$ cat config.mk
export PLATFORM = sky130hd
export DESIGN_NAME = ctc_core
export DESIGN_NICKNAME = d
export VERILOG_FILES = /design/src/ctc_pkg.sv /design/src/ctc_core.sv /design/src/ctc_out_stage.sv
export SDC_FILE = /design/constraint.sdc
export NUM_CORES = 1
export LEC_CHECK = 0
export BUFFER_PORTS_ARGS = -buffer_cell sky130_fd_sc_hd__buf_4
export CAP_MARGIN = 0
export CORE_MARGIN = 10
export CORE_UTILIZATION = 53
export DETAILED_ROUTE_END_ITERATION = 6
export GPL_TIMING_DRIVEN = 0
export HOLD_SLACK_MARGIN = 0.05
export PLACE_DENSITY = 0.73
export SYNTH_ARGS = -nofsm -noshare
export SYNTH_HDL_FRONTEND = slang
export SYNTH_SLANG_ARGS = --single-unit
$ cat constraint.sdc
create_clock -name clk -period 6.79 [get_ports clk]
set_input_delay 0.679 -clock clk [delete_from_list [all_inputs] [get_ports clk]]
set_output_delay 0.679 -clock clk [all_outputs]
set_load 0.01 [all_outputs]
$ cat src/ctc_pkg.sv
// Constants, register map and field layout of the control timer slice
// How it works
// - Stopped flag sets on stop command, disable, or update in single-run mode.
// - Stopped flag clears on the next count step; 1 stopped, 0 running.
// - In 16-bit mode counter bits above the field width read as zero.
// - In 24-bit mode counter field sits at 23:0, 23:4, 23:5 or 23:6 by resolution.
// - Override register: levels in upper byte, enables in lower byte.
// - An enabled override replaces the exchanged output with its level bit.
// - Pair exchange bit x swaps outputs x and x+4, dead-time ignored.
// - Single-slope: polarity 0 starts at not-dir, match drives dir; 1 reversed.
// - Dual-slope: match drives not-dir with polarity 0, dir with polarity 1.
// - Circular compare enable copies active compare value back on update.
// - Circular period enable copies active period back to buffer on update.
// - Cycle scheme: 0 single, 1 alternative two-cycle, 2 two-cycle, 3 reserved.
// - Output shape field selects frequency, match, PWM and dual-slope modes.
`default_nettype none

package ctc_pkg;

    // Register byte offsets
    localparam logic [7:0] OFS_CTRL   = 8'h00;
    localparam logic [7:0] OFS_CMD    = 8'h14;
    localparam logic [7:0] OFS_STATUS = 8'h30;
    localparam logic [7:0] OFS_COUNT  = 8'h34;
    localparam logic [7:0] OFS_OVR    = 8'h38;
    localparam logic [7:0] OFS_SHAPE  = 8'h3c;
    localparam logic [7:0] OFS_CYCLE_LENGTH_BUFFER   = 8'h40;
    localparam logic [7:0] OFS_CC0    = 8'h44;

    // Control register fields
    localparam int CTRL_EN      = 0;
    localparam int CTRL_SINGLE  = 1;
    localparam int CTRL_RES_LSB = 2;
    localparam int CTRL_W16     = 4;

    // Command field and its codes
    localparam int CMD_LSB = 5;
    typedef enum logic [2:0] {
        CMD_NONE    = 3'h0,
        CMD_RETRIG  = 3'h1,
        CMD_STOP    = 3'h2,
        CMD_RDSYNC  = 3'h4
    } ctc_cmd_t;

    // Status fields
    localparam int ST_STOP    = 0;
    localparam int ST_IDX     = 1;
    localparam int ST_CMP_LSB = 24;

    // Output shaping control fields
    localparam int SH_GEN_LSB   = 0;
    localparam int SH_SCH_LSB   = 4;
    localparam int SH_CPER      = 7;
    localparam int SH_CCC_LSB   = 8;
    localparam int SH_POL_LSB   = 16;
    localparam int SH_SWAP_LSB  = 24;

    // Override register fields
    localparam int OVR_EN_LSB  = 0;
    localparam int OVR_LVL_LSB = 8;

    // Output shape selections
    typedef enum logic [2:0] {
        GEN_NFRQ  = 3'h0,
        GEN_MFRQ  = 3'h1,
        GEN_NPWM  = 3'h2,
        GEN_RSVD  = 3'h3,
        GEN_DSCR  = 3'h4,
        GEN_DSBOT = 3'h5,
        GEN_DSBTH = 3'h6,
        GEN_DSTOP = 3'h7
    } ctc_gen_t;

    // Cycle schemes
    typedef enum logic [1:0] {
        SCH_ONE   = 2'h0,
        SCH_ALT2  = 2'h1,
        SCH_TWO   = 2'h2,
        SCH_RSVD  = 2'h3
    } ctc_sch_t;

    // Reset values
    localparam logic [23:0] CNT_RST = 24'h000000;
    localparam logic [23:0] PER_RST = 24'hffffff;
    localparam logic [23:0] CC_RST  = 24'h000000;

    // Lowest bit of the value field for a resolution setting
    function automatic logic [4:0] fld_lsb(input logic [1:0] res);
        fld_lsb = (res == 2'h0) ? 5'h00 : (5'h03 + {3'h0, res});
    endfunction : fld_lsb

    // Bits of a 24-bit value that hold the field
    function automatic logic [23:0] fld_mask(input logic [1:0] res, input logic w16);
        logic [23:0] m;
        m = 24'hffffff << fld_lsb(res);
        if (w16) begin
            m = m & (24'h00ffff << fld_lsb(res));
        end
        fld_mask = m;
    endfunction : fld_mask

endpackage : ctc_pkg

`default_nettype wire

$ cat src/ctc_core.sv
// Counter, stop status, buffered compare and output shaping of the control timer
//
// Added by the designer: the plain strobed port.
`timescale 1ns/1ps
`default_nettype none

module ctc_core #(
    parameter int ADDR_W = 8,
    parameter int CH_NUM = 4,
    parameter int OUT_NUM = 8
) (
    input  wire logic                clk,
    input  wire logic                rst,
    input  wire logic [ADDR_W-1:0]   reg_addr,
    input  wire logic [31:0]         reg_wdata,
    input  wire logic                reg_wr,
    input  wire logic                reg_rd,
    output logic      [31:0]         reg_rdata,
    output logic      [OUT_NUM-1:0]  wave_out
);

    // Field positions are fixed at four channels and eight outputs
    if (CH_NUM != 4 || OUT_NUM != 2 * CH_NUM || ADDR_W < 8) begin : g_bad
        $error("ctc_core: needs CH_NUM 4, OUT_NUM 8, ADDR_W at least 8");
    end

    // Next compare level for one channel
    function automatic logic cmp_next(
        input logic [2:0] gen,
        input logic       output_invert_select,
        input logic       dirl,
        input logic       upd,
        input logic       hit,
        input logic       cur
    );
        logic r;
        r = cur;
        case (gen)
            ctc_pkg::GEN_NFRQ,
            ctc_pkg::GEN_MFRQ: begin
                if (hit) r = ~cur;
            end
            ctc_pkg::GEN_NPWM: begin
                if (upd) r = output_invert_select ? dirl : ~dirl;
                else if (hit) r = output_invert_select ? ~dirl : dirl;
            end
            ctc_pkg::GEN_DSCR,
            ctc_pkg::GEN_DSBOT,
            ctc_pkg::GEN_DSBTH,
            ctc_pkg::GEN_DSTOP: begin
                if (hit) r = output_invert_select ? dirl : ~dirl;
            end
            default: begin
                r = cur;
            end
        endcase
        cmp_next = r;
    endfunction : cmp_next

    // Control and configuration state
    logic                 en_q;
    logic                 single_q;
    logic [1:0]           res_q;
    logic                 w16_q;
    logic [2:0]           gen_q;
    logic [1:0]           sch_q;
    logic                 cper_q;
    logic [CH_NUM-1:0]    ccc_q;
    logic [CH_NUM-1:0]    pol_q;
    logic [CH_NUM-1:0]    swap_q;
    logic [OUT_NUM-1:0]   lvl_q;
    logic [OUT_NUM-1:0]   oen_q;

    // Counting state
    logic                 run_q;
    logic                 stop_q;
    logic                 dir_q;
    logic                 idx_q;
    logic [23:0]          count_q;
    logic [23:0]          count_d;
    logic                 ld_q;
    logic [23:0]          ld_val_q;
    logic [23:0]          snap_q;
    logic [23:0]          per_act_q;
    logic [23:0]          per_buf_q;
    logic [23:0]          cc_act_q [CH_NUM];
    logic [23:0]          cc_buf_q [CH_NUM];
    logic [CH_NUM-1:0]    cmp_q;
    logic [CH_NUM-1:0]    cmp_d;
    logic [31:0]          rdata_q;

    // Address decode; upper address bits must be zero, and 0x40 is the period buffer, not a channel
    wire hi_zero  = (ADDR_W > 8) ? (reg_addr >> 8) == '0 : 1'b1;
    wire wr_ctrl  = reg_wr && hi_zero && reg_addr[7:0] == ctc_pkg::OFS_CTRL;
    wire wr_cmd   = reg_wr && hi_zero && reg_addr[7:0] == ctc_pkg::OFS_CMD;
    wire wr_count = reg_wr && hi_zero && reg_addr[7:0] == ctc_pkg::OFS_COUNT;
    wire wr_ovr   = reg_wr && hi_zero && reg_addr[7:0] == ctc_pkg::OFS_OVR;
    wire wr_shape = reg_wr && hi_zero && reg_addr[7:0] == ctc_pkg::OFS_SHAPE;
    wire wr_cycle_length_buffer  = reg_wr && hi_zero && reg_addr[7:0] == ctc_pkg::OFS_CYCLE_LENGTH_BUFFER;
    wire cc_sel   = hi_zero && reg_addr[7:4] == ctc_pkg::OFS_CC0[7:4]
                    && reg_addr[1:0] == 2'h0 && reg_addr[3:2] != 2'h0
                    || hi_zero && reg_addr[7:0] == 8'h50;
    wire [1:0] cc_idx = reg_addr[7:0] == 8'h50 ? 2'h3 : 2'(reg_addr[3:2] - 2'h1);
    wire wr_cc    = reg_wr && cc_sel;

    // Command decode
    wire [2:0] cmd    = reg_wdata[ctc_pkg::CMD_LSB +: 3];
    wire cmd_stop     = wr_cmd && cmd == ctc_pkg::CMD_STOP;
    wire cmd_retrig   = wr_cmd && cmd == ctc_pkg::CMD_RETRIG;
    wire cmd_rdsync   = wr_cmd && cmd == ctc_pkg::CMD_RDSYNC;

    // Field placement for the chosen resolution and width
    wire [23:0] mask  = ctc_pkg::fld_mask(res_q, w16_q);
    wire [23:0] step  = 24'h000001 << ctc_pkg::fld_lsb(res_q);
    wire [23:0] cnt_m = count_q & mask;

    // Mode decode
    wire dual      = gen_q[2];
    wire mfrq      = gen_q == ctc_pkg::GEN_MFRQ;
    wire two_cyc   = sch_q == ctc_pkg::SCH_ALT2 || sch_q == ctc_pkg::SCH_TWO;
    wire [23:0] top = (mfrq ? cc_act_q[0] : per_act_q) & mask;

    // A pending counter load takes this cycle instead of a count step
    wire tick      = run_q && en_q && !ld_q;
    wire at_top    = cnt_m >= top;
    wire at_zero   = cnt_m == 24'h000000;
    wire upd_s     = tick && !dual && at_top;
    wire turn_top  = tick && dual && !dir_q && at_top;
    wire turn_bot  = tick && dual && dir_q && at_zero;
    wire upd       = upd_s || turn_bot
                     || (turn_top && gen_q == ctc_pkg::GEN_DSBTH);
    wire going_up  = dual ? (dir_q ? turn_bot : !turn_top) : 1'b1;

    // Stop and restart causes
    wire dis_wr    = wr_ctrl && en_q && !reg_wdata[ctc_pkg::CTRL_EN];
    wire en_wr     = wr_ctrl && !en_q && reg_wdata[ctc_pkg::CTRL_EN];
    wire stop_set  = cmd_stop || dis_wr || (upd && single_q);
    wire start     = cmd_retrig || en_wr;

    // Next counter value, restart returns to bottom counting up
    always_comb begin
        if (ld_q) begin
            count_d = ld_val_q;
        end else if (cmd_retrig) begin
            count_d = ctc_pkg::CNT_RST;
        end else if (!tick) begin
            count_d = count_q;
        end else if (upd_s) begin
            count_d = ctc_pkg::CNT_RST;
        end else if (going_up) begin
            count_d = (count_q + step) & mask;
        end else begin
            count_d = (count_q - step) & mask;
        end
    end

    // Compare levels, two-cycle schemes hold a channel in its off cycle
    always_comb begin
        for (int i = 0; i < CH_NUM; i++) begin
            cmp_d[i] = cmp_next(gen_q, pol_q[i], dir_q, upd,
                                tick && cnt_m == (cc_act_q[i] & mask), cmp_q[i]);
            if (two_cyc && ((i == 0 && idx_q) || (i == 1 && !idx_q))) begin
                cmp_d[i] = cmp_q[i];
            end
        end
    end

    // Configuration registers
    always_ff @(posedge clk) begin
        if (rst) begin
            en_q     <= 1'b0;
            single_q <= 1'b0;
            res_q    <= 2'h0;
            w16_q    <= 1'b0;
        end else if (wr_ctrl) begin
            en_q     <= reg_wdata[ctc_pkg::CTRL_EN];
            single_q <= reg_wdata[ctc_pkg::CTRL_SINGLE];
            res_q    <= reg_wdata[ctc_pkg::CTRL_RES_LSB +: 2];
            w16_q    <= reg_wdata[ctc_pkg::CTRL_W16];
        end
    end

    // Output shaping control, shape and scheme act without synchronising
    always_ff @(posedge clk) begin
        if (rst) begin
            gen_q  <= ctc_pkg::GEN_NFRQ;
            sch_q  <= ctc_pkg::SCH_ONE;
            cper_q <= 1'b0;
            ccc_q  <= '0;
            pol_q  <= '0;
            swap_q <= '0;
        end else if (wr_shape) begin
            gen_q  <= reg_wdata[ctc_pkg::SH_GEN_LSB +: 3];
            sch_q  <= reg_wdata[ctc_pkg::SH_SCH_LSB +: 2];
            cper_q <= reg_wdata[ctc_pkg::SH_CPER];
            ccc_q  <= reg_wdata[ctc_pkg::SH_CCC_LSB +: CH_NUM];
            pol_q  <= reg_wdata[ctc_pkg::SH_POL_LSB +: CH_NUM];
            swap_q <= reg_wdata[ctc_pkg::SH_SWAP_LSB +: CH_NUM];
        end
    end

    // Forced-level register
    always_ff @(posedge clk) begin
        if (rst) begin
            lvl_q <= '0;
            oen_q <= '0;
        end else if (wr_ovr) begin
            lvl_q <= reg_wdata[ctc_pkg::OVR_LVL_LSB +: OUT_NUM];
            oen_q <= reg_wdata[ctc_pkg::OVR_EN_LSB +: OUT_NUM];
        end
    end

    // Run control; a set of the stopped flag wins over a same-cycle step
    always_ff @(posedge clk) begin
        if (rst) begin
            run_q  <= 1'b0;
            stop_q <= 1'b1;
        end else begin
            if (stop_set) begin
                run_q <= 1'b0;
            end else if (start) begin
                run_q <= 1'b1;
            end
            if (stop_set) begin
                stop_q <= 1'b1;
            end else if (tick) begin
                stop_q <= 1'b0;
            end
        end
    end

    // Counter write is held one cycle before it reaches the counter
    always_ff @(posedge clk) begin
        if (rst) begin
            ld_q     <= 1'b0;
            ld_val_q <= ctc_pkg::CNT_RST;
        end else begin
            ld_q     <= wr_count;
            ld_val_q <= reg_wdata[23:0] & mask;
        end
    end

    // Counter, direction and cycle index
    always_ff @(posedge clk) begin
        if (rst) begin
            count_q <= ctc_pkg::CNT_RST;
            dir_q   <= 1'b0;
            idx_q   <= 1'b0;
        end else begin
            count_q <= count_d;
            if (cmd_retrig || !dual) begin
                dir_q <= 1'b0;
            end else if (turn_top) begin
                dir_q <= 1'b1;
            end else if (turn_bot) begin
                dir_q <= 1'b0;
            end
            if (!two_cyc) begin
                idx_q <= 1'b0;
            end else if (upd) begin
                idx_q <= ~idx_q;
            end
        end
    end

    // Snapshot read by software, taken only on the read-sync command
    always_ff @(posedge clk) begin
        if (rst) begin
            snap_q <= ctc_pkg::CNT_RST;
        end else if (cmd_rdsync) begin
            snap_q <= cnt_m;
        end
    end

    // Period buffer and active period; a bus write beats the copy-back
    always_ff @(posedge clk) begin
        if (rst) begin
            per_act_q <= ctc_pkg::PER_RST;
            per_buf_q <= ctc_pkg::PER_RST;
        end else begin
            if (upd) begin
                per_act_q <= per_buf_q;
            end
            if (wr_cycle_length_buffer) begin
                per_buf_q <= reg_wdata[23:0] & mask;
            end else if (upd && cper_q) begin
                per_buf_q <= per_act_q;
            end
        end
    end

    // Compare buffers per channel, alternating when circular
    always_ff @(posedge clk) begin
        if (rst) begin
            for (int i = 0; i < CH_NUM; i++) begin
                cc_act_q[i] <= ctc_pkg::CC_RST;
                cc_buf_q[i] <= ctc_pkg::CC_RST;
            end
        end else begin
            for (int i = 0; i < CH_NUM; i++) begin
                if (upd) begin
                    cc_act_q[i] <= cc_buf_q[i];
                end
                if (wr_cc && cc_idx == 2'(i)) begin
                    cc_buf_q[i] <= reg_wdata[23:0] & mask;
                end else if (upd && ccc_q[i]) begin
                    cc_buf_q[i] <= cc_act_q[i];
                end
            end
        end
    end

    // Compare output levels
    always_ff @(posedge clk) begin
        if (rst) begin
            cmp_q <= '0;
        end else begin
            cmp_q <= cmp_d;
        end
    end

    // Read data selection, unmapped offsets and write-only command read zero
    wire [31:0] rd_ctrl  = {27'h0, w16_q, res_q, single_q, en_q};
    wire [31:0] rd_stat  = {4'h0, cmp_q, 22'h0, idx_q, stop_q};
    wire [31:0] rd_ovr   = {16'h0, lvl_q, oen_q};
    wire [31:0] rd_shape = {4'h0, swap_q, 4'h0, pol_q, 4'h0, ccc_q,
                            cper_q, 1'b0, sch_q, 1'b0, gen_q};
    wire [7:0]  ra       = reg_addr[7:0];
    wire [31:0] rd_val   =
        !hi_zero                   ? 32'h00000000 :
        ra == ctc_pkg::OFS_CTRL    ? rd_ctrl :
        ra == ctc_pkg::OFS_STATUS  ? rd_stat :
        ra == ctc_pkg::OFS_COUNT   ? {8'h00, snap_q} :
        ra == ctc_pkg::OFS_OVR     ? rd_ovr :
        ra == ctc_pkg::OFS_SHAPE   ? rd_shape :
        ra == ctc_pkg::OFS_CYCLE_LENGTH_BUFFER    ? {8'h00, per_buf_q & mask} :
        cc_sel                     ? {8'h00, cc_act_q[cc_idx] & mask} :
                                     32'h00000000;

    // Read data stand only in the cycle after the strobe
    always_ff @(posedge clk) begin
        if (rst) begin
            rdata_q <= 32'h00000000;
        end else if (reg_rd) begin
            rdata_q <= rd_val;
        end else begin
            rdata_q <= 32'h00000000;
        end
    end

    assign reg_rdata = rdata_q;

    // Exchange and override stage towards the pins
    ctc_out_stage #(
        .PAIRS    (CH_NUM)
    ) u_out (
        .clk      (clk),
        .rst      (rst),
        .cmp      (cmp_q),
        .swap     (swap_q),
        .ovr_lvl  (lvl_q),
        .ovr_en   (oen_q),
        .wave_out (wave_out)
    );

endmodule : ctc_core

`default_nettype wire

$ cat src/ctc_out_stage.sv
// Pair exchange and forced-level override of the waveform outputs
`timescale 1ns/1ps
`default_nettype none

module ctc_out_stage #(
    parameter int PAIRS = 4
) (
    input  wire logic                 clk,
    input  wire logic                 rst,
    input  wire logic [PAIRS-1:0]     cmp,
    input  wire logic [PAIRS-1:0]     swap,
    input  wire logic [2*PAIRS-1:0]   ovr_lvl,
    input  wire logic [2*PAIRS-1:0]   ovr_en,
    output logic      [2*PAIRS-1:0]   wave_out
);

    logic [2*PAIRS-1:0] pre;
    logic [2*PAIRS-1:0] swp;
    logic [2*PAIRS-1:0] fin;

    // Low half carries the compare level, high half its complement
    assign pre = {~cmp, cmp};

    // Exchange per pair, dead-time enables play no part here
    for (genvar i = 0; i < PAIRS; i++) begin : g_pair
        assign swp[i]       = swap[i] ? pre[i+PAIRS] : pre[i];
        assign swp[i+PAIRS] = swap[i] ? pre[i] : pre[i+PAIRS];
    end

    // Override sits after the exchange so a forced level stays on its pin
    assign fin = (ovr_en & ovr_lvl) | (~ovr_en & swp);

    // Registered so the pins never glitch on a mode change
    always_ff @(posedge clk) begin
        if (rst) begin
            wave_out <= '0;
        end else begin
            wave_out <= fin;
        end
    end

endmodule : ctc_out_stage

`default_nettype wire

Word-level counts from Yosys, hierarchy flattened
Memory sizes are Yosys's and may differ from the RTL's. Index checks and enable logic that the tools add are counted.

Order comparisons: 1. Reduce and logical (&&, ||, !) cells: 81. Eq/ne operators: 38. Shift-type cells: 3. Multiplexer cells: 103. Bitwise logic cells: 39. Add/sub/neg operators: 4.

Operators with widths (number): two-way mux 24 bit (23); bitwise AND 24 bit (12); two-way mux 28 bit (4); equality test 24 bit (4); two-way mux 1 bit (69); logical AND 1 bit (42); equality test 8 x 6 -> 1 bit (second input constant) (4); adder 24 bit (1); >= comparator 24 bit (1); zero test 24 bit (1); << shifter 1 x 3 -> 24 bit (first input constant) (1); << shifter 16 x 5 -> 24 bit (first input constant) (1); << shifter 24 x 5 -> 24 bit (first input constant) (1); subtractor 24 bit (1); bitwise AND 8 bit (2); equality test 8 x 7 -> 1 bit (second input constant) (2); != test 2 bit (second input constant) (8); equality test 3 bit (second input constant) (5); != test 3 bit (second input constant) (4); bitwise OR 1 bit (12); case mux 1 bit (3 select lines) (4); inverter 1 bit (10); AND reduction 5 bit (2); OR reduction 2 bit (5); 25 further kinds (50).

Memories: 2. Word-level logic and storage cells: 302. RAM bits: 192. Flip-flop bits (word level): 208. Bits of input ports: 44. Output and inout port bits: 40.

Memories: cc_act_q (words 4, width 24, read ports 5, clocked after Yosys merged registers in 0, write ports 4, RTL line ctc_core.sv:86) `logic [23:0] cc_act_q [CH_NUM];`; cc_buf_q (words 4, width 24, read ports 4, clocked after Yosys merged registers in 0, write ports 4, RTL line ctc_core.sv:87) `logic [23:0] cc_buf_q [CH_NUM];`.

Longest topological paths before layout
Gate-level depths: netlist of the first run.

Depth after elaboration: 16. Depth in mapped cells: 27. Mapped depth without buffers: 24.

By module
Synthesis of the first run repeated with hierarchy kept, for this count alone.

Cells, all modules: 2068. Area, all modules: 20363.3 µm².

Modules (own cells, without submodules): ctc_core (cells each 2032, sequential area each 9689.3 µm², instances 1, area each 20020.5 µm²); ctc_out_stage (cells each 36, sequential area each 160.2 µm², instances 1, area each 342.8 µm²).

Least setup slack after synthesis of the first run
Ideal clock, no wire load.

Path type: reg2reg. Start point: reg gen_q[2]. End point: mem cc_act_q[0][0], enable pin. Period minus slack after synthesis: 6.375 ns. Data required time: 6.319 ns. Data arrival time: 5.905 ns. Stages on the path, launching flop included: 14. Setup time: 0.471 ns. Buffers on the path: 4. Path slack: 0.415 ns. Path through: dfxtp_1 -> clkbuf_1 -> nor3b_1 -> clkbuf_1 -> buf_1 -> mux2i_1 -> ha_1 -> nand4_1 -> nor4_1 -> a21boi_0 -> o211ai_4 -> and2_1 -> buf_2 -> nand2b_1.

RTL lines: start: declaration (RTL line ctc_core.sv:65) `logic [2:0] gen_q;`; start signal: assignment (RTL line ctc_core.sv:186) `gen_q <= ctc_pkg::GEN_NFRQ;`; start signal: assignment (RTL line ctc_core.sv:193) `gen_q <= reg_wdata[ctc_pkg::SH_GEN_LSB +: 3];`; end: declaration (RTL line ctc_core.sv:86).

Final worst setup path of the first run
Start point: reg res_q[0]. End point: reg count_q[16].

Cells in the longest elaborated chain, start to end: 16. Elaborated cells between the ends (all ways): 27. Classes of those cells: add/sub (3); order compare (1); shift (3); mux (9); bitwise (5); reduce/logical (6).

RTL lines: start: declaration (RTL line ctc_core.sv:63) `logic [1:0] res_q;`; start signal: assignment (RTL line ctc_core.sv:178) `res_q <= reg_wdata[ctc_pkg::CTRL_RES_LSB +: 2];`; adder 2 x 2 -> 3 bit or zero test 2 bit (tied branches) (RTL line ctc_pkg.sv:89) `fld_lsb = (res == 2'h0) ? 5'h00 : (5'h03 + {3'h0, res});`; two-way mux 3 bit (*) (RTL line ctc_pkg.sv:89); << shifter 24 x 5 -> 24 bit or << shifter 16 x 5 -> 24 bit (tied branches) (RTL line ctc_pkg.sv:95, ctc_pkg.sv:97); bitwise AND 24 bit (RTL line ctc_pkg.sv:97) `m = m & (24'h00ffff << fld_lsb(res));`; two-way mux 24 bit (*) (RTL line ctc_pkg.sv:96) `if (w16) begin`; bitwise AND 24 bit (*) (RTL line ctc_core.sv:115) `wire [23:0] cnt_m = count_q & mask;`; via cnt_m[4] (RTL line ctc_core.sv:115); >= comparator 24 bit (RTL line ctc_core.sv:125) `wire at_top = cnt_m >= top;`; logical AND 1 bit (RTL line ctc_core.sv:128) `wire turn_top = tick && dual && !dir_q && at_top;`; zero test 1 bit (RTL line ctc_core.sv:132) `wire going_up = dual ? (dir_q ? turn_bot : !turn_top) : 1'b1;`; two-way mux 1 bit (2 in series) (RTL line ctc_core.sv:132); two-way mux 24 bit (RTL line ctc_core.sv:150) `end else if (going_up) begin`; two-way mux 24 bit (*) (RTL line ctc_core.sv:148) `end else if (upd_s) begin`; two-way mux 24 bit (*) (RTL line ctc_core.sv:146) `end else if (!tick) begin`; two-way mux 24 bit (*) (RTL line ctc_core.sv:144) `end else if (cmd_retrig) begin`; two-way mux 24 bit (*) (RTL line ctc_core.sv:142) `if (ld_q) begin`; end signal: assignment (RTL line ctc_core.sv:246) `count_q <= ctc_pkg::CNT_RST;`; end signal: assignment (RTL line ctc_core.sv:250) `count_q <= count_d;`; end: declaration (RTL line ctc_core.sv:79) `logic [23:0] count_q;`.

Mark *: on every way through the listed nets, which the timed path passes. The rest lies on a longest branch. The select of a mux whose other input is x is not followed. A chain may end at the register's enable or synchronous reset.

==> results of run 1 <==
==> layer usage <==
| layer | wire, µm | up-vias | track usage | part of all wire |
|---|---|---|---|---|
| met5 | 0 | - | 0 | 0 |
| met4 | 4890 | 0 | 0.194 | 0.059 |
| met3 | 8780 | 262 | 0.0685 | 0.11 |
| met2 | 36700 | 1154 | 0.522 | 0.44 |
| met1 | 32500 | 8875 | 0.447 | 0.39 |
| li1 | - | 7816 | - | - |
==> flip-flops by register name, indices dropped and copies added (netlist names), 2 cells and up <==
| register | count |
|---|---|
| cc_act_q | 96 |
| cc_buf_q | 96 |
| ccc_q | 4 |
| cmp_q | 4 |
| count_q | 24 |
| gen_q | 3 |
| ld_val_q | 24 |
| lvl_q | 8 |
| oen_q | 8 |
| per_act_q | 24 |
| per_buf_q | 24 |
| pol_q | 4 |
| reg_rdata | 28 |
| res_q | 2 |
| sch_q | 2 |
| snap_q | 24 |
| swap_q | 4 |
| u_out.wave_out | 8 |
==> placed cells by master, fill, tap and decap left out, types with 9 or more instances in the layout <==
cell	netlist	routed
sky130_fd_sc_hd__o22ai_1	11	11
sky130_fd_sc_hd__nor2_1	188	187
sky130_fd_sc_hd__a221oi_1	19	19
sky130_fd_sc_hd__a222oi_1	9	9
sky130_fd_sc_hd__dfxtp_1	204	204
sky130_fd_sc_hd__xor2_1	42	42
sky130_fd_sc_hd__a32oi_1	39	39
sky130_fd_sc_hd__mux2_2	11	11
sky130_fd_sc_hd__nor4_1	10	9
sky130_fd_sc_hd__inv_1	45	45
sky130_fd_sc_hd__clkbuf_1	123	122
sky130_fd_sc_hd__ha_1	56	55
sky130_fd_sc_hd__a211oi_1	21	20
sky130_fd_sc_hd__o211ai_1	12	12
sky130_fd_sc_hd__nand2_1	249	249
sky130_fd_sc_hd__a22oi_1	69	69
sky130_fd_sc_hd__mux2i_1	44	44
sky130_fd_sc_hd__and3_1	12	12
sky130_fd_sc_hd__edfxtp_1	192	192
sky130_fd_sc_hd__xnor2_1	60	60
sky130_fd_sc_hd__clkbuf_16	0	43
sky130_fd_sc_hd__a21oi_1	152	151
sky130_fd_sc_hd__buf_4	5	76
sky130_fd_sc_hd__mux4_2	24	24
sky130_fd_sc_hd__nand3_1	21	21
sky130_fd_sc_hd__a2111oi_0	10	9
sky130_fd_sc_hd__nand4_1	15	15
sky130_fd_sc_hd__a21o_1	11	11
sky130_fd_sc_hd__nand3b_1	28	28
sky130_fd_sc_hd__o21ai_0	44	41
sky130_fd_sc_hd__nor3_1	26	26
sky130_fd_sc_hd__buf_2	22	22
sky130_fd_sc_hd__nand2b_1	15	13
sky130_fd_sc_hd__and2_1	107	107
sky130_fd_sc_hd__nor2b_1	25	25
sky130_fd_sc_hd__o2bb2ai_1	12	12
sky130_fd_sc_hd__a22o_1	19	19
==> final cells by class <==
cell class / instances / area (µm²)
Buffer: 165 / 723
Clock buffer: 48 / 1100
Clock inverter: 28 / 304
Fill cell: 3317 / 15200
Inverter: 45 / 169
Multi-Input combinational cell: 1480 / 9890
Sequential cell: 396 / 9850
Tap cell: 518 / 648
Timing Repair Buffer: 75 / 618
==> power groups by stage <==
stage | Sequential (mW) | Combinational (mW) | Clock, mW
2_1_floorplan | 2.63 | 0.132 | 0
3_3_place_gp | 2.66 | 0.250 | 0
3_5_place_dp | 2.65 | 0.259 | 0
4_1_cts | 2.60 | 0.259 | 2.40
5_1_grt | 2.61 | 0.276 | 2.48
6_report | 2.60 | 0.268 | 2.40
==> stage by stage <==
step / utilization / setup TNS [ps]
final: 0.606 / 0
after global routing: 0.606 / 0
after CTS: 0.605 / 0
after detailed placement: 0.567 / -29080
after global placement: 0.564 / -381470
after floorplan: - / 0
==> worst max-delay path: cells and delay by family (launching register included) <==
kind / cells / cell delay, ps
simple gates: 8 / 1740
fa+ha+maj: 3 / 1160
flops: 1 / 460
compound gates: 9 / 1920
buf+inv: 5 / 1010
==> Yosys cell counts (45+ instances only) <==
cell	n	area, µm²
sky130_fd_sc_hd__nand2_1	249	935
sky130_fd_sc_hd__dfxtp_1	204	4080
sky130_fd_sc_hd__edfxtp_1	192	5770
sky130_fd_sc_hd__nor2_1	188	706
sky130_fd_sc_hd__a21oi_1	152	761
sky130_fd_sc_hd__clkbuf_1	123	462
sky130_fd_sc_hd__and2_1	107	669
sky130_fd_sc_hd__a22oi_1	69	518
sky130_fd_sc_hd__xnor2_1	60	526
sky130_fd_sc_hd__ha_1	56	701
sky130_fd_sc_hd__inv_1	45	169
==> worst paths after layout <==
path,end,start,slack (ps)
worst max-delay path,count_q[16],res_q[0],400
worst min-delay path,swap_q[0],reg_wdata[24],350
worst max register to register,count_q[16],res_q[0],400
worst min register to register,stop_q,stop_q,460
==> logic make-up after synthesis <==
group | after synthesis | share of synthesized area
fa+ha+maj | 57 | 0.0351
simple gates | 739 | 0.176
other cells | 2 | 0.000366
compound gates | 497 | 0.168
flops | 396 | 0.480
mux | 79 | 0.0538
buf+inv | 212 | 0.0431
xor+xnor | 102 | 0.0435
==> what timing repair did <==
action,4_1_cts,5_1_grt
gates resized for setup,13,12
pin swaps,0,1
hold endpoints to repair,0,0
buffers inserted,0,2
endpoints found under the setup margin,45,15
==> out/results.txt, run 1 <==
Outcome -> finished, final reports clean
Internal Power -> 4.02 mW
First-pass DRT Iterations -> 6
Slew at the pin with the worst max-slew slack -> 1250 ps
Setup repair after global routing missed its margin -> false
Number of instances in the synthesized netlist -> 2084
Num rows -> 72
Final instance area -> 23300 µm²
Boundary pin count -> 84
Initial core utilization -> 0.534
Part of the Yosys area used for sequential elements -> 0.480
Worst slew margin -> 0.166
Post-synth cell types -> 86
Final weighted congestion in routability-driven placement -> 1.04
Placement-stage worst setup slack -> -1390 ps
# diodes -> 0
Data required time of the critical path -> 7290 ps
Cell with the largest stage delay on the worst path -> sky130_fd_sc_hd__or3_1
Slew Limit Fails -> 0
Post-layout worst setup margin -> 399 ps
Switching Share -> 0.239
Setup-failing EPs final -> 0
Tightest Hold Check Type -> input port to register
Count of maximum capacitance violations -> 0
Syn-to-layout area delta -> 13.6%
Launching element type of the critical path -> register
Number of global-route vias before repair -> 16900
Final antenna-violating net count -> 0
Share of total power in the clock network -> 0.456
First-pass GRT wire length -> 117 mm
Maximum level of the CTS H-tree -> 2
Post-synthesis sequential element count -> 396
Placed instance count -> 2679
Placement Cell Area -> 21800 µm²
Pin count of the biggest net entering global routing -> 72
Maximum resistive drop on vdd -> 0.000231 V
Total routing usage reported by global routing -> 0.342
DRC -> 0
Length in cells of the worst reg-to-reg path -> 25
Worst hold path cell count -> 3
Ratio of final minimum period to clock period -> 0.941
Post-detailed-placement half-perimeter wirelength -> 64.1 mm
Largest stage delay on the critical path -> 540 ps
Total clock sinks -> 396
Die Height -> 217 µm
Routed via count -> 18100
Highest achievable clock rate -> 156 MHz
Combinational Power Share -> 0.051
Total power -> 5.28 mW
Vias per std cell -> 6.57
Sequential power share -> 0.493
Count of flip-flops with a built-in enable after synthesis -> 192
Critical path's most frequent cell -> sky130_fd_sc_hd__inv_1
Clock skew after layout -> 25.3 ps
Remaining Overflow, GRT -> 0
Average size of a mapped cell -> 9.85 µm²
Clock-pin slew reported for the worst setup and hold paths after clock tree synthesis -> 70 ps
Total Wirelength -> 82.9 mm
Wire per inst -> 30.1 µm
Net Switching -> 1.26 mW
Initial DRC count -> 2433
Worst hold slack -> 348 ps
Clock latency on the worst-skew pair -> 600 ps
Deepest clock path buffer count -> 3
YS warnings -> 0
Arrival time at the worst endpoint -> 6890 ps
Final critical-path required period -> 6390 ps
Ys flop type -> sky130_fd_sc_hd__dfxtp_1
TritonCTS clock tree -> built
Number of buffers added on ports -> 69
Worst-path fanout max -> 10
Clk root buf -> sky130_fd_sc_hd__clkbuf_16
Clock buffer count from CTS -> 43
Ratio of cells with drive above 1 in the final layout -> 0.115
Area of the placeable core -> 38500 µm²
Count of non-filler cells in the finished layout -> 2755
Die X -> 217 µm
Die footprint -> 47000 µm²
Proportion of register bits with asynchronous set or reset after synthesis -> 0
Leakage power figure -> 8.79 nW
Final Hold Vio Count -> 0
Cell area after synthesis -> 20500 µm²
Critical path start-end classification -> register to register
Final nets -> 2307
CTS Hold Bufs -> 0
Endpoint class of the critical path -> register
Power per cell area -> 226 nW/µm²
Number of antenna violations at the first check in global routing -> 0
Power figures use the tool's default switching activity.
==> run 2: changes to the inputs <==
- BUFFER_PORTS_ARGS: -buffer_cell sky130_fd_sc_hd__buf_4 -> default
- DONT_BUFFER_PORTS: default -> 1
- PLACE_DENSITY: 0.73 -> 0.71
==> run 2 against run 1 <==
  * Design area down 1.6%
  * Clock skew up 4.8 ps
  * Non-clock buffer count down 69
  * Wire length down 1.3%
  * Combinational power down 15%
  * Via count down 1.7%
  * First-iteration DRC count down 0.29%
  * Count of clock-buffer cells in the layout up 10
  * Critical path depth unchanged
  * Power up 2.2%
  * Global-route usage down 0.31 points
  * Register-to-register slack worse by 130 ps
  * Critical path type unchanged
  * Critical endpoint is now count_q[17]
==> out/results.txt, run 2 (synthesis results as in run 1) <==
Flop-to-flop setup slack -> 260 ps (was 400 ps)
Total routing usage reported by global routing -> 0.339 (was 0.342)
Highest achievable clock rate -> 153 MHz (was 156 MHz)
Syn-to-layout area delta -> 11.7% (was 13.6%)
Initial DRC count -> 2426 (was 2433)
Clk root buf -> sky130_fd_sc_hd__clkbuf_16 (unchanged)
Switching Share -> 0.228 (was 0.239)
Worst Hold Path EP -> lvl_q[7] (was swap_q[0])
Placed instance count -> 2610 (was 2679)
Total Wirelength -> 81.8 mm (was 82.9 mm)
Die X -> 217 µm (unchanged)
Worst slew margin -> 0.117 (was 0.166)
Number of global-route vias before repair -> 16800 (was 16900)
Most frequent cells in the layout -> 249 x sky130_fd_sc_hd__nand2_1, 204 x sky130_fd_sc_hd__dfxtp_1, 192 x sky130_fd_sc_hd__edfxtp_1 (unchanged)
Slew at the pin with the worst max-slew slack -> 1320 ps (was 1250 ps)
Boundary pin count -> 84 (unchanged)
Post-layout worst setup margin -> 264 ps (was 399 ps)
Slew Limit Fails -> 0 (unchanged)
Clock skew after layout -> 30.1 ps (was 25.3 ps)
DRC -> 0 (unchanged)
Number of antenna violations at the first check in global routing -> 3 (was 0)
Final antenna-violating net count -> 0 (unchanged)
Setup total negative slack -> 0 ps (unchanged)
Final Hold Vio Count -> 0 (unchanged)
Data required time of the critical path -> 7220 ps (was 7290 ps)
Clock-pin slew reported for the worst setup and hold paths after clock tree synthesis -> 70 ps (about the same)
Outcome -> finished, final reports clean (unchanged)
Share of total power in the clock network -> 0.474 (was 0.456)
Reg-to-reg endpoint -> count_q[17] (was count_q[16])
CTS Hold Bufs -> 0 (unchanged)
Number of fillers in the final layout -> 3335 (was 3317)
Post-detailed-placement half-perimeter wirelength -> 63.1 mm (was 64.1 mm)
Area of the placeable core -> 38500 µm² (unchanged)
Die Height -> 217 µm (unchanged)
Placement-stage worst setup slack -> -1530 ps (was -1390 ps)
Critical path start-end classification -> register to register (unchanged)
Final weighted congestion in routability-driven placement -> 1.08 (was 1.04)
Remaining Overflow, GRT -> 0 (unchanged)
Ratio of cells with drive above 1 in the final layout -> 0.0880 (was 0.115)
Leakage power figure -> 8.51 nW (was 8.79 nW)
Arrival time at the worst endpoint -> 6960 ps (was 6890 ps)
Tightest Hold Check Type -> input port to register (unchanged)
Total clock sinks -> 396 (unchanged)
Num rows -> 72 (unchanged)
Sequential power share -> 0.483 (was 0.493)
Final nets -> 2238 (was 2307)
Initial core utilization -> 0.534 (unchanged)
Launching element type of the critical path -> register (unchanged)
Length in cells of the worst reg-to-reg path -> 25 (unchanged)
Worst-path fanout max -> 10 (unchanged)
Setup repair after global routing missed its margin -> false (unchanged)
Endpoint class of the critical path -> register (unchanged)
Die footprint -> 47000 µm² (unchanged)
Deepest clock path buffer count -> 3 (unchanged)
Ratio of final minimum period to clock period -> 0.961 (was 0.941)
First-pass GRT wire length -> 117 mm (about the same)
Final critical-path required period -> 6530 ps (was 6390 ps)
Vias per std cell -> 6.61 (was 6.57)
TritonCTS clock tree -> built (unchanged)
Maximum resistive drop on vdd -> 0.000241 V (was 0.000231 V)
Commonest non-fill, non-tap cell in the layout -> sky130_fd_sc_hd__nand2_1 (unchanged)
Combinational Power Share -> 0.043 (was 0.051)
Power per cell area -> 235 nW/µm² (was 226 nW/µm²)
Count of non-filler cells in the finished layout -> 2691 (was 2755)
Setup-failing EPs final -> 0 (unchanged)
Wire per inst -> 30.4 µm (was 30.1 µm)
Net Switching -> 1.23 mW (was 1.26 mW)
Launching point of the worst reg2reg path -> res_q[0] (unchanged)
Maximum level of the CTS H-tree -> 2 (unchanged)
Clock latency on the worst-skew pair -> 600 ps (about the same)
Number of buffers added on ports -> 0 (was 69)
Worst hold path cell count -> 2 (was 3)
Routed via count -> 17800 (was 18100)
Internal Power -> 4.16 mW (was 4.02 mW)
Hold path startpoint -> reg_wdata[15] (was reg_wdata[24])
Count of maximum capacitance violations -> 0 (unchanged)
Clock buffer count from CTS -> 43 (unchanged)
First-pass DRT Iterations -> 6 (unchanged)
Pin count of the biggest net entering global routing -> 59 (was 72)
## run 2: cell count changes in the layout (fill, tap and decap cells not counted), sizes merged
cell    before  now
bufinv       5    7
clkbuf     174  184
diode        0    3
clkinv      18    9
inv         48   47
buf        114   45
## run 2: how the worst max path moves through the flow
stage / from / endpoint / slack (ps) / cells past startpoint
3_5_place_dp: gen_q[2] / count_q[16] / -1530 / 24
5_1_grt: res_q[0] / count_q[17] / 90 / 25
2_1_floorplan: gen_q[2] / cc_act_q[0][0] / 410 / 13
3_3_place_gp: gen_q[2] / cc_act_q[3][16] / -2400 / 13
6_report: res_q[0] / count_q[17] / 260 / 25
4_1_cts: res_q[0] / count_q[16] / 50 / 26
## run 2: power by group through the flow
stage | Clock (mW) | Combinational, mW | Sequential (mW)
3_3_place_gp | 0 | 0.210 | 2.66
4_1_cts | 2.57 | 0.221 | 2.60
3_5_place_dp | 0 | 0.221 | 2.65
6_report | 2.56 | 0.229 | 2.61
5_1_grt | 2.66 | 0.237 | 2.61
2_1_floorplan | 0 | 0.132 | 2.63
## run 2: layer usage
layer  share of wire  track usage  vias to the layer above
met5         0.00034            0                        -
met1            0.38        0.428                     8662
met3            0.11       0.0881                      294
met2            0.44        0.518                     1142
li1                -            -                     7696
met4           0.065        0.198                        4
## run 2: through the flow
| stage | hold slack, ps | power [mW] | utilization | instance area, µm² |
|---|---|---|---|---|
| 5_1_grt | 221 | 5.50 | 0.596 | 22900 |
| 2_1_floorplan | 423 | 2.77 | - | 20500 |
| 3_3_place_gp | 436 | 2.87 | 0.551 | 21200 |
| 4_1_cts | 207 | 5.39 | 0.595 | 22900 |
| 3_5_place_dp | 445 | 2.87 | 0.554 | 21300 |
| 6_report | 212 | 5.39 | 0.596 | 22900 |
## run 2: area by class of cell
type                            instances  area (µm²)  area share
Antenna cell                            3        7.51    0.000327
Buffer                                166         719      0.0314
Clock buffer                           58        1210      0.0530
Clock inverter                         20         314      0.0137
Inverter                               45         169     0.00737
Multi-Input combinational cell       1480        9890       0.431
Sequential cell                       396        9850       0.430
Tap cell                              518         648      0.0283
Timing Repair Buffer                    5         118     0.00513
## run 2: repair_timing
action | in CTS | in global routing
gates resized for setup | 13 | 6
pin swaps | 1 | 0
setup buffers | 1 | 0
setup endpoints to repair | 101 | 15
## run 2: worst max-delay path: stages (launching register included)
cell	delay, ps
sky130_fd_sc_hd__dfxtp_1	470
sky130_fd_sc_hd__clkbuf_2	400
sky130_fd_sc_hd__nor2_4	160
sky130_fd_sc_hd__inv_1	130
sky130_fd_sc_hd__buf_2	310
sky130_fd_sc_hd__ha_2	400
sky130_fd_sc_hd__nand2b_1	340
sky130_fd_sc_hd__inv_1	210
sky130_fd_sc_hd__ha_1	340
sky130_fd_sc_hd__and2_1	110
sky130_fd_sc_hd__o21ai_0	80
sky130_fd_sc_hd__o21a_1	160
sky130_fd_sc_hd__a21oi_2	310
sky130_fd_sc_hd__nor3_1	90
sky130_fd_sc_hd__or3_4	460
sky130_fd_sc_hd__inv_1	190
sky130_fd_sc_hd__nand2_1	80
sky130_fd_sc_hd__o21ai_0	80
sky130_fd_sc_hd__ha_1	310
sky130_fd_sc_hd__a2111oi_2	440
sky130_fd_sc_hd__a211oi_1	90
sky130_fd_sc_hd__a21boi_0	160
sky130_fd_sc_hd__o21ai_0	270
sky130_fd_sc_hd__nand2b_1	100
sky130_fd_sc_hd__o311ai_0	520
sky130_fd_sc_hd__o22ai_1	150
==> run 3: changes to the inputs <==
- CORE_UTILIZATION: 53 -> 29
- GPL_TIMING_DRIVEN: 0 -> default
- PLACE_DENSITY: 0.71 -> 0.47
==> run 3 against run 2 <==
  * Die area up 74%
  * Highest routed layer unchanged
  * Sequential power about the same
  * Power down 3.8%
  * Core utilization down 27 points
  * Via count down 5.7%
  * Count of clock-buffer cells in the layout up 7
==> out/results.txt, run 3 (synthesis results as in run 1) <==
Worst-path fanout max -> 24 (was 10)
Total clock sinks -> 396 (unchanged)
Global-route layer with the greatest usage -> met2 (unchanged)
Post-detailed-placement half-perimeter wirelength -> 57.1 mm (was 63.1 mm)
Total routing usage reported by global routing -> 0.191 (was 0.339)
Clock-pin slew reported for the worst setup and hold paths after clock tree synthesis -> 60 ps (was 70 ps)
CTS Hold Bufs -> 0 (unchanged)
Clock skew after layout -> 31.2 ps (was 30.1 ps)
Power per cell area -> 226 nW/µm² (was 235 nW/µm²)
Number of antenna violations at the first check in global routing -> 2 (was 3)
Outcome -> finished, final reports clean (unchanged)
Number of global-route vias before repair -> 16200 (was 16800)
Vias per std cell -> 5.58 (was 6.61)
Arrival time at the worst endpoint -> 6750 ps (was 6960 ps)
Slew Limit Fails -> 0 (unchanged)
Worst slew margin -> 0.170 (was 0.117)
DRC -> 0 (unchanged)
Total Wirelength -> 80.9 mm (was 81.8 mm)
Setup repair after global routing missed its margin -> false (unchanged)
Ratio of cells with drive above 1 in the final layout -> 0.0964 (was 0.0880)
First-pass GRT wire length -> 116 mm (was 117 mm)
Routed via count -> 16800 (was 17800)
Number of buffers added on ports -> 0 (unchanged)
Launching element type of the critical path -> register (unchanged)
Most frequent cells in the layout -> 249 x sky130_fd_sc_hd__nand2_1, 204 x sky130_fd_sc_hd__dfxtp_1, 192 x sky130_fd_sc_hd__edfxtp_1 (unchanged)
Global-route met2 utilization -> 0.292 (was 0.518)
Die X -> 286 µm (was 217 µm)
GR Layer Usage met3 -> 0.0303 (was 0.0881)
Clk root buf -> sky130_fd_sc_hd__clkbuf_16 (unchanged)
Critical path start-end classification -> register to register (unchanged)
Final weighted congestion in routability-driven placement -> 0.936 (was 1.08)
Data required time of the critical path -> 7320 ps (was 7220 ps)
Die Height -> 286 µm (was 217 µm)
Initial DRC count -> 1916 (was 2426)
Tightest Hold Check Type -> input port to register (unchanged)
Ratio of final minimum period to clock period -> 0.917 (was 0.961)
Num rows -> 97 (was 72)
Final critical-path required period -> 6230 ps (was 6530 ps)
Setup-failing EPs final -> 0 (unchanged)
Slew at the pin with the worst max-slew slack -> 1240 ps (was 1320 ps)
Setup total negative slack -> 0 ps (unchanged)
First-pass DRT Iterations -> 6 (unchanged)
Clock latency on the worst-skew pair -> 620 ps (was 600 ps)
Die footprint -> 81800 µm² (was 47000 µm²)
Global routing met1 resource utilization -> 0.270 (was 0.428)
Boundary pin count -> 84 (unchanged)
Clock buffer count from CTS -> 46 (was 43)
Syn-to-layout area delta -> 12.1% (was 11.7%)
Pin count of the biggest net entering global routing -> 238 (was 59)
Maximum level of the CTS H-tree -> 2 (unchanged)
Area of the placeable core -> 70100 µm² (was 38500 µm²)
Final nets -> 2131 (was 2238)
Deepest clock path buffer count -> 3 (unchanged)
Commonest non-fill, non-tap cell in the layout -> sky130_fd_sc_hd__nand2_1 (unchanged)
Final antenna-violating net count -> 0 (unchanged)
Remaining Overflow, GRT -> 0 (unchanged)
Count of maximum capacitance violations -> 0 (unchanged)
TritonCTS clock tree -> built (unchanged)
Endpoint class of the critical path -> register (unchanged)
Final Hold Vio Count -> 0 (unchanged)
Highest achievable clock rate -> 161 MHz (was 153 MHz)
Worst hold slack -> 192 ps (was 212 ps)
Leakage power figure -> 8.35 nW (was 8.51 nW)
Wire per inst -> 26.9 µm (was 30.4 µm)
Initial core utilization -> 0.293 (was 0.534)
Maximum resistive drop on vdd -> 0.000156 V (was 0.000241 V)
==> run 3: cell types whose count changed in the layout (fill, tap and decap cells not counted), sizes merged <==
| cell | previous run | this run |
|---|---|---|
| buf | 45 | 61 |
| clkinvlp | 2 | 1 |
| diode | 3 | 1 |
| inv | 47 | 45 |
| bufinv | 7 | 2 |
| clkinv | 9 | 14 |
| clkbuf | 184 | 65 |
==> run 3: final timing paths <==
path / from / end / slack, ps / depth (start not counted)
worst min-delay path: rst / snap_q[5] / 190 / 1
worst min register to register: stop_q / stop_q / 450 / 2
worst max-delay path: gen_q[0] / count_q[13] / 560 / 23
worst max register to register: gen_q[0] / count_q[13] / 560 / 23
==> run 3: cell type report <==
class	instances	area [µm²]
Fill cell	7299	47100
Multi-Input combinational cell	1480	9910
Sequential cell	396	9850
Clock buffer	65	1240
Tap cell	940	1180
Timing Repair Buffer	61	483
Clock inverter	17	183
Inverter	45	169
Antenna cell	1	2.50
==> run 3: where the power goes <==
group / switching (mW) / leakage (nW) / internal [mW]
clock: 1.06 / 0.686 / 1.36
combinational: 0.105 / 4.11 / 0.0622
sequential: 0.0426 / 3.55 / 2.56
==> run 3: stage by stage <==
step	setup slack (ps)	std cells	total power [mW]	utilization	cell area, µm²
floorplan	415	2088	2.77	-	20500
global placement	643	2922	2.81	0.308	21600
detailed placement	605	2922	2.82	0.308	21600
CTS	584	3004	5.23	0.328	23000
global route	73.6	3005	5.33	0.328	23000
finish	562	3005	5.19	0.328	23000
==> run 3: layer usage <==
layer | routed length, µm | up-vias | share of wire
li1 | - | 7447 | -
met1 | 36500 | 8462 | 0.45
met2 | 35700 | 728 | 0.44
met3 | 6010 | 142 | 0.074
met4 | 2690 | 2 | 0.033
met5 | 17 | - | 0.00021
==> run 3: repair_timing <==
| action | in CTS | in global routing |
|---|---|---|
| resized for setup | 0 | 1 |
| hold endpoints to repair | 0 | 0 |
| setup endpoints to repair | 0 | 1 |
| buffers inserted | 0 | 0 |
==> run 3: worst max-delay path: stages (launching register included) <==
cell                        delay (ps)
sky130_fd_sc_hd__dfxtp_1           490
sky130_fd_sc_hd__nor3b_2           210
sky130_fd_sc_hd__buf_4             420
sky130_fd_sc_hd__mux2_2            390
sky130_fd_sc_hd__nand2_1            70
sky130_fd_sc_hd__ha_1              260
sky130_fd_sc_hd__nand4_1           250
sky130_fd_sc_hd__nor3_1             90
sky130_fd_sc_hd__a221o_1           340
sky130_fd_sc_hd__o21a_1            270
sky130_fd_sc_hd__nor3_1            190
sky130_fd_sc_hd__or3_1             390
sky130_fd_sc_hd__inv_1             220
sky130_fd_sc_hd__nand2_1           110
sky130_fd_sc_hd__o21ai_0            80
sky130_fd_sc_hd__ha_1              340
sky130_fd_sc_hd__a2111oi_0         610
sky130_fd_sc_hd__a211oi_1          110
sky130_fd_sc_hd__a21boi_0          180
sky130_fd_sc_hd__o21ai_0           260
sky130_fd_sc_hd__a21oi_1           150
sky130_fd_sc_hd__xor2_1            380
sky130_fd_sc_hd__nand3_1           130
sky130_fd_sc_hd__a31oi_1           200
